File: src/verilog/uhrss_pkg.sv
// Package with register map, field positions and reset values of the run/stop block.
`default_nettype none
package uhrss_pkg;
	localparam logic [7:0] CMD_STATUS_OFS = 8'h2c;
	localparam logic [7:0] IRQ_STATUS_OFS = 8'h30;
	localparam logic [7:0] IRQ_MASK_OFS   = 8'h34;
	localparam int HALTED_BIT   = 19;
	localparam int RUN_STOP_BIT = 18;
	localparam int OVR_LSB      = 16;
	localparam int IRQ_HALT_BIT = 0;
	localparam int IRQ_OVR_BIT  = 1;
	localparam logic       RUN_STOP_RST = 1'b0;
	localparam logic       HALTED_RST   = 1'b1;
	localparam logic [1:0] OVR_CNT_RST  = 2'h0;
	localparam logic [1:0] IRQ_RST      = 2'h0;
	localparam logic [3:0] STOP_DRAIN_RST = 4'h0;
	typedef enum logic [1:0] {
		UHRSS_HALTED   = 2'b00,
		UHRSS_RUNNING  = 2'b01,
		UHRSS_STOPPING = 2'b10
	} uhrss_state_t;
endpackage
`default_nettype wire

File: src/verilog/uhrss_if.sv
// Interface between the register bank and the run/stop sequencer.
`timescale 1ns/100ps
`default_nettype none
interface uhrss_if;
	logic         run_stop_control;
	logic         halted_flag;
	logic         halt_event;
	modport bank (output run_stop_control, input halted_flag, input halt_event);
	modport seq  (input run_stop_control, output halted_flag, output halt_event);
endinterface
`default_nettype wire

File: src/verilog/uhrss_seq.sv
// Run/stop sequencer that tracks when the host engine has really stopped.
`timescale 1ns/100ps
`default_nettype none
module uhrss_seq
(
	input  wire logic clock,
	input  wire logic nrst,
	input  wire logic engine_idle,
	uhrss_if.seq      ctl
);
	typedef struct packed {
		uhrss_pkg::uhrss_state_t st;
		logic                    halted;
		logic                    halt_ev;
	} uhrss_seq_t;

	uhrss_seq_t s_q;
	uhrss_seq_t s_d;

	always_comb
	begin
		s_d = s_q;
		s_d.halt_ev = 1'b0;
		unique case (s_q.st)
			uhrss_pkg::UHRSS_HALTED:
			begin
				if (ctl.run_stop_control)
				begin
					s_d.st = uhrss_pkg::UHRSS_RUNNING;
					s_d.halted = 1'b0;
				end
			end
			uhrss_pkg::UHRSS_RUNNING:
			begin
				if (!ctl.run_stop_control)
					s_d.st = uhrss_pkg::UHRSS_STOPPING;
			end
			uhrss_pkg::UHRSS_STOPPING:
			begin
				if (ctl.run_stop_control)
					s_d.st = uhrss_pkg::UHRSS_RUNNING;
				else if (engine_idle)
				begin
					s_d.st = uhrss_pkg::UHRSS_HALTED;
					s_d.halted = 1'b1;
					s_d.halt_ev = 1'b1;
				end
			end
			default:
				s_d.st = uhrss_pkg::UHRSS_HALTED;
		endcase
		if (ctl.run_stop_control)
			s_d.halted = 1'b0;
	end

	always_ff @(posedge clock or negedge nrst)
	begin
		if (!nrst)
		begin
			s_q.st <= uhrss_pkg::UHRSS_HALTED;
			s_q.halted <= uhrss_pkg::HALTED_RST;
			s_q.halt_ev <= 1'b0;
		end
		else
			s_q <= s_d;
	end

	// The stored flag clears one clock after run rises, so it is masked with run here.
	// Otherwise a read straight after setting run would show halted and run together.
	assign ctl.halted_flag = s_q.halted & ~ctl.run_stop_control;
	assign ctl.halt_event = s_q.halt_ev;
endmodule // uhrss_seq
`default_nettype wire

File: src/verilog/uhrss_top.sv
// Command and status register bank with run/stop control, halted flag and overrun count.
//
// The register addresses and strobed register access were left to the implementer.
`timescale 1ns/100ps
`default_nettype none
module uhrss_top
(
	input  wire logic        clock,
	input  wire logic        nrst,
	input  wire logic [7:0]  reg_addr,
	input  wire logic [31:0] reg_wdata,
	input  wire logic        reg_wr,
	input  wire logic        reg_rd,
	output logic      [31:0] reg_rdata,
	input  wire logic        engine_idle,
	input  wire logic        sched_overrun,
	output logic             run_stop_control,
	output logic             halted_flag,
	output logic             irq
);
	typedef struct packed {
		logic        run;
		logic [1:0]  ovr_cnt;
		logic [1:0]  irq_sts;
		logic [1:0]  irq_mask;
		logic [31:0] rdata;
		logic        irq;
		logic        halted;
		logic [1:0]  idle_sync;
		logic [1:0]  ovr_sync;
		logic        ovr_prev;
	} uhrss_top_t;

	uhrss_top_t r_q;
	uhrss_top_t r_d;
	uhrss_if    ctl ();

	uhrss_seq u_seq
	(
		.clock       (clock),
		.nrst        (nrst),
		.engine_idle (r_q.idle_sync[1]),
		.ctl         (ctl.seq)
	);

	assign ctl.run_stop_control = r_q.run;

	function automatic logic [31:0] cmd_word(input logic run, input logic halted,
		input logic [1:0] cnt);
		logic [31:0] w;
		w = 32'h0;
		w[uhrss_pkg::HALTED_BIT] = halted;
		w[uhrss_pkg::RUN_STOP_BIT] = run;
		w[uhrss_pkg::OVR_LSB +: 2] = cnt;
		return w;
	endfunction

	always_comb
	begin
		logic ovr_pulse;
		ovr_pulse = 1'b0;
		r_d = r_q;
		r_d.idle_sync = {r_q.idle_sync[0], engine_idle};
		r_d.ovr_sync = {r_q.ovr_sync[0], sched_overrun};
		r_d.ovr_prev = r_q.ovr_sync[1];
		ovr_pulse = r_q.ovr_sync[1] & ~r_q.ovr_prev;
		r_d.rdata = 32'h0;
		if (reg_rd)
		begin
			unique case (reg_addr)
				uhrss_pkg::CMD_STATUS_OFS:
					r_d.rdata = cmd_word(r_q.run, ctl.halted_flag, r_q.ovr_cnt);
				uhrss_pkg::IRQ_STATUS_OFS:
				begin
					r_d.rdata = {30'h0, r_q.irq_sts};
					r_d.irq_sts = 2'h0;
				end
				uhrss_pkg::IRQ_MASK_OFS:
					r_d.rdata = {30'h0, r_q.irq_mask};
				default:
					r_d.rdata = 32'h0;
			endcase
		end
		if (reg_wr)
		begin
			unique case (reg_addr)
				uhrss_pkg::CMD_STATUS_OFS:
					r_d.run = reg_wdata[uhrss_pkg::RUN_STOP_BIT];
				uhrss_pkg::IRQ_MASK_OFS:
					r_d.irq_mask = reg_wdata[1:0];
				default:
					r_d.run = r_q.run;
			endcase
		end
		// Masked with the next run value so that the pin never shows halted beside run.
		r_d.halted = ctl.halted_flag & ~r_d.run;
		if (ovr_pulse)
		begin
			r_d.ovr_cnt = r_q.ovr_cnt + 2'h1;
			r_d.irq_sts[uhrss_pkg::IRQ_OVR_BIT] = 1'b1;
		end
		// Hardware set wins over the clear-on-read in the same cycle.
		if (ctl.halt_event)
			r_d.irq_sts[uhrss_pkg::IRQ_HALT_BIT] = 1'b1;
		r_d.irq = |(r_d.irq_sts & r_d.irq_mask);
	end

	always_ff @(posedge clock or negedge nrst)
	begin
		if (!nrst)
		begin
			r_q.run <= uhrss_pkg::RUN_STOP_RST;
			r_q.ovr_cnt <= uhrss_pkg::OVR_CNT_RST;
			r_q.irq_sts <= uhrss_pkg::IRQ_RST;
			r_q.irq_mask <= uhrss_pkg::IRQ_RST;
			r_q.rdata <= 32'h0;
			r_q.irq <= 1'b0;
			r_q.halted <= uhrss_pkg::HALTED_RST;
			r_q.idle_sync <= 2'h0;
			r_q.ovr_sync <= 2'h0;
			r_q.ovr_prev <= 1'b0;
		end
		else
			r_q <= r_d;
	end

	assign reg_rdata = r_q.rdata;
	assign run_stop_control = r_q.run;
	assign halted_flag = r_q.halted;
	assign irq = r_q.irq;
endmodule // uhrss_top
`default_nettype wire

File: config.mk
export PLATFORM = sky130hd
export DESIGN_NAME = uhrss_top
export DESIGN_NICKNAME = d
export VERILOG_FILES = /design/src/verilog/uhrss_pkg.sv /design/src/verilog/uhrss_if.sv /design/src/verilog/uhrss_seq.sv /design/src/verilog/uhrss_top.sv
export SDC_FILE = /design/constraint.sdc
export NUM_CORES = 1
export LEC_CHECK = 0
export ABC_AREA = 1
export CORE_UTILIZATION = 60
export CTS_BUF_LIST = sky130_fd_sc_hd__clkbuf_2 sky130_fd_sc_hd__clkbuf_4 sky130_fd_sc_hd__clkbuf_8
export DETAILED_ROUTE_END_ITERATION = 7
export DONT_BUFFER_PORTS = 1
export PLACE_DENSITY = 0.76
export SETUP_SLACK_MARGIN = 0.02
export SLEW_MARGIN = 20
export SYNTH_ARGS = -nofsm -noshare
export SYNTH_HDL_FRONTEND = slang
export SYNTH_SLANG_ARGS = --single-unit
File: constraint.sdc
create_clock -name clock -period 1.4 [get_ports clock]
set_input_delay 0.07 -clock clock [delete_from_list [all_inputs] [get_ports clock]]
set_output_delay 0.07 -clock clock [all_outputs]
set_load 0.02 [all_outputs]
# Yosys cells after proc, flatten, opt, wreduce, memory -nomap -nowiden

Index checks and enable logic that the tools add are counted.

Bits of input ports: 46
Flip-flop bits (word level): 50
Logic and storage cells: 54

Add/sub/neg operators: 1
Equal/unequal tests: 8
Reductions and logical operators: 6
Bitwise logic cells: 7
Multiplexer cells: 19

Operators with widths:

| operator              | number |
|---|---|
| $pmux W20 S3          | 1 |
| $mux W32              | 1 |
| $eq A8 B6 Y1 const B  | 3 |
| $mux W2               | 7 |
| $mux W1               | 6 |
| $pmux W2 S3           | 1 |
| $reduce_and A3 Y1     | 2 |
| $mux W4               | 1 |
| $ne A2 B2 Y1 const B  | 2 |
| $reduce_bool A2 Y1    | 2 |
| $and A1 B1 Y1         | 3 |
| $mux W3               | 1 |
| $ne A3 B3 Y1 const B  | 1 |
| $not A1 Y1            | 3 |
| $add A2 B1 Y2 const B | 1 |
| $and A2 B2 Y2         | 1 |
| $eq A2 B1 Y1 const B  | 1 |
| $eq A2 B2 Y1 const B  | 1 |
| $logic_not A2 Y1      | 1 |
| $pmux W1 S2           | 1 |
| $reduce_or A2 Y1      | 1 |

# Depth between registers and ports, before layout

Depth after elaboration: 6
Gate-level depth with buffers: 9
Gate-level depth less buffers: 9

# Hierarchy

A second synthesis with hierarchy kept.

Cells, all modules: 134
Area, all modules: 1192.4 µm²

By module, submodules not included:

| module    | cells each | area an instance (µm²) | times used |
|---|---|---|---|
| uhrss_top | 115        | 1029.7                 | 1 |
| uhrss_seq | 19         | 162.7                  | 1 |

# Least setup slack after synthesis

No wires, ideal clock.

Path type: reg-to-reg
Start point: register r_q, in the netlist run_stop_control
End point: register u_seq.s_q[1] (netlist name)
Data required time: 1.316 ns
Buffers on the path: 0
Arrival time: 0.959 ns
Clock period less this slack: 1.043 ns
Stages on the path, launching flop included: 5
Setup time: 0.084 ns
Slack: 0.357 ns
Cells stage by stage: dfrtp_1 -> inv_1 -> nand2_1 -> inv_1 -> or2_2

Cells in the longest elaborated chain, start to end: 3

Ends and longest elaborated chain:

| element                  | RTL line         | RTL |
|---|---|---|
| start: declaration       | uhrss_top.sv:34  | `uhrss_top_t r_q;` |
| start signal: assignment | uhrss_top.sv:124 | `r_q <= r_d;` |
| $mux W2                  | uhrss_seq.sv:40  | `if (ctl.run_stop_control)` |
| $pmux W1 S2              | uhrss_seq.sv:24  | `unique case (s_q.st)` |
| $mux W1                  | uhrss_seq.sv:52  | `if (ctl.run_stop_control)` |
| end: declaration         | uhrss_seq.sv:17  | `uhrss_seq_t s_q;` |

Several ways; a longest one is shown, not always the timed one.
A chain may end at the register's enable or synchronous reset.

# Worst setup path in the final report

Same ends and word-level chain as after synthesis.

==> flow_summary.yaml <==
timing:
  skew_ns: 0.00277
  hold_violations: 0
  slew_viol_final: 0
  setup_tns_ns: 0
  rsz0062_at_grt: "false"
  timing.hold.ws_ns: 0.0205
  final.min_clock_period_ns: 0.997
  max_freq_ghz: 1.00
  fin_crit_sh_pct: 71.2
  max_slew_margin_pct: 66.4
  tightest_slew_ns: 0.505
  setup_violations: 0
drt:
  drc: 0
  dr.pass1.iters: 5
  drt-initial-drc-count: 5
  ant_nets: 0
  vias: 725
  viasPerCell: 4.45
  totalWireLength_um: 1610
  wl_per_cell_um: 9.88
critical_path:
  start_kind: "flip-flop"
  cp_num_cells: 3
  path_cells: "buf_4 > nor3_1 > or2_2"
  critical_path_arrival_ns: 1.25
  critPathCaptureType: "flip-flop"
  required_ns: 1.66
  cpPeakStageDelay_ns: 0.40
  regToRegStartpoint: "run_stop_control"
  critPathSlowestCell: "dfrtp_1"
  rrSetupSlack_ns: 0.40
  timing.rr.end: "u_seq.s_q[1]"
  path_buf_inv: 1
  rr_worst_depth: 3
  critical_path.max_fanout: 2
  critPathKind: "flip-flop to flip-flop"
  critPathTopFamily: "flip-flops"
pwr:
  power_frac_seq_pct: 59.3
  p_sw_mw: 0.358
  p_leak_nw: 0.657
  p_sw_share_pct: 27.1
  ir_worst_vdd_mv: 1.05
  p_per_area_mw_per_mm2: 1100
  pwr-share-clk_pct: 26.2
  p_total_mw: 1.32
  power_frac_comb_pct: 14.5
  cellInternalPower_mw: 0.962
synthesis:
  seq_area_frac_synth_pct: 50.7
  synth.avg_cell_area_sq_um: 9.08
  synth_warnings: 0
  ys_seq_elements: 24
  syn_area_sq_mm: 0.00119
  synth_cells: 131
  yosysUniqueCellTypes: 21
grt:
  antenna_found_initial: 0
  first_global_vias: 659
  grt_pass1_wl_um: 2730
  grt_max_degree: 25
  grt_usage_pct: 18.2
  grt-ovfl-total: 0
status:
  status: "completed"
min_path:
  hold_depth: 3
  hold_class: "primary input to flip-flop"
  hold_path_end: "run_stop_control"
  min-delay-start: "reg_wr"
clocking:
  cts_buffer_depth: 2
  post_cts_buffers: 0
  htreeDepth: 1
  cts_hold_buf: 8
  cts-root-buf: "clkbuf_4"
  cts_tree: "built"
  path_clk_slew_ns: 0.12
  clock_latency_ns: 0.30
  numCtsBuffers: 3
  cts.repair.resized: 0
  clock_sinks: 24
floorplan:
  pin_count: 81
  row_count: 15
  die_x_um: 46.5
  dieArea_sq_mm: 0.00217
  die_y_um: 46.5
  coreArea_sq_mm: 0.00178
  initial_core_util_pct: 66.7
placement:
  gp_congestion: 0.733
  io_buffers: 0
  dp_hpwl_um: 1140
finish:
  num_antenna_cells: 0
  drive_above_1_share_pct: 13.8
  final_util_pct: 67.5
  synthToLayoutAreaGrowth_pct: 1.16
  nNetsFinal: 185
flow_run:
  maxCapViolCount: 0
-- cell usage in the layout (no fill, tap or decap) --
cell type,synthesis,final
dfstp_2,2,2
clkbuf_8,0,1
nor2_2,2,2
dlygate4sd3_1,0,8
nand3_1,4,4
nor3_1,2,2
clkbuf_4,0,3
nand2_2,4,4
or2_2,1,1
buf_4,32,1
nand3_2,1,1
nand2_1,26,26
inv_1,14,14
o21ai_0,1,1
conb_1,1,26
nor2_4,1,1
nor2_1,9,9
dfrtp_1,22,22
nand3b_1,1,1
inv_2,2,2
buf_2,0,1
xnor2_1,1,1
a21oi_1,1,1
nand4_1,2,2
xor2_1,2,2
-- metal layers --
| metal | vias to the layer above | global-route usage (%) | part of all wire, % | wire, um |
|---|---|---|---|---|
| met5 | - | 0 | 0 | 0 |
| met4 | 0 | 2.94 | 0.062 | 1 |
| met3 | 2 | 6.67 | 7.5 | 120 |
| met2 | 42 | 31.1 | 50 | 813 |
| met1 | 331 | 22.0 | 42 | 675 |
| li1 | 350 | - | - | - |
-- cells by family after synthesis --
kind of cell | Yosys count | share of synthesized area (%)
buffers and inverters | 48 | 25.2
AND/OR/NAND/NOR | 53 | 20.7
XOR/XNOR | 3 | 2.21
flip-flops | 24 | 50.7
other | 1 | 0.315
AO/OA/AOI/OAI | 2 | 0.840
-- power by group through the flow --
stage	combinational, mW	clock [mW]	sequential, mW
floorplan	0.192	0	0.793
CTS	0.189	0.361	0.784
global placement	0.151	0	0.794
finish	0.191	0.346	0.783
global route	0.218	0.386	0.791
detailed placement	0.155	0	0.797
-- per-stage QoR --
stage | instance area (sq um) | worst slack [ns] | cells
floorplan | 1280 | 0.357 | 156
global placement | 1080 | 0.463 | 150
detailed placement | 1080 | 0.452 | 150
CTS | 1200 | 0.362 | 162
global route | 1200 | 0.354 | 163
finish | 1200 | 0.403 | 163
-- state kept, by name (all words and copies together) (netlist names) --
signal                count
u_seq.s_q                 3
u_seq.ctl.halt_event      1
r_q                       8
irq                       1
reg_rdata                 6
run_stop_control          1
r_d                       3
halted_flag               1
-- synthesized netlist by cell type --
cell type	number	area [sq um]
or2_2	1	6.26
dfrtp_1	22	551
o21ai_0	1	5.00
dfstp_2	2	52.6
inv_2	2	7.51
nand2_2	4	25.0
nor3_1	2	10.0
xor2_1	2	17.5
nand2_1	26	97.6
nor2_2	2	12.5
inv_1	14	52.6
conb_1	1	3.75
nor2_1	9	33.8
buf_4	32	240
nand3b_1	1	7.51
xnor2_1	1	8.76
nand3_2	1	10.0
nand4_1	2	12.5
nand3_1	4	20.0
nor2_4	1	11.3
a21oi_1	1	5.00
-- worst min-delay path, delay by kind of cell --
kind | cells | cell delay (ns)
AOI/OAI and AO/OA | 1 | 0.08
buffers and inverters | 1 | 0.03
and+or+nand+nor | 1 | 0.11
-- final cells by class --
type / instances / area, sq um
inverters: 16 / 60.1
repair buffers: 10 / 92.6
fillers: 136 / 579
well taps: 25 / 31.3
multi-input cells: 84 / 380
flip-flops and latches: 24 / 603
clock buffers: 4 / 36.3
-- how the worst max path moves through the flow --
stage | to | from | slack [ns]
after global placement | u_seq.s_q[1] | run_stop_control | 0.46
after detailed placement | u_seq.s_q[1] | run_stop_control | 0.45
after CTS | r_q[0] | nrst | 0.36
final | u_seq.s_q[1] | run_stop_control | 0.40
after floorplan | u_seq.s_q[1] | run_stop_control | 0.36
after global routing | u_seq.s_q[1] | run_stop_control | 0.35
(Power assumes the default switching activity.)
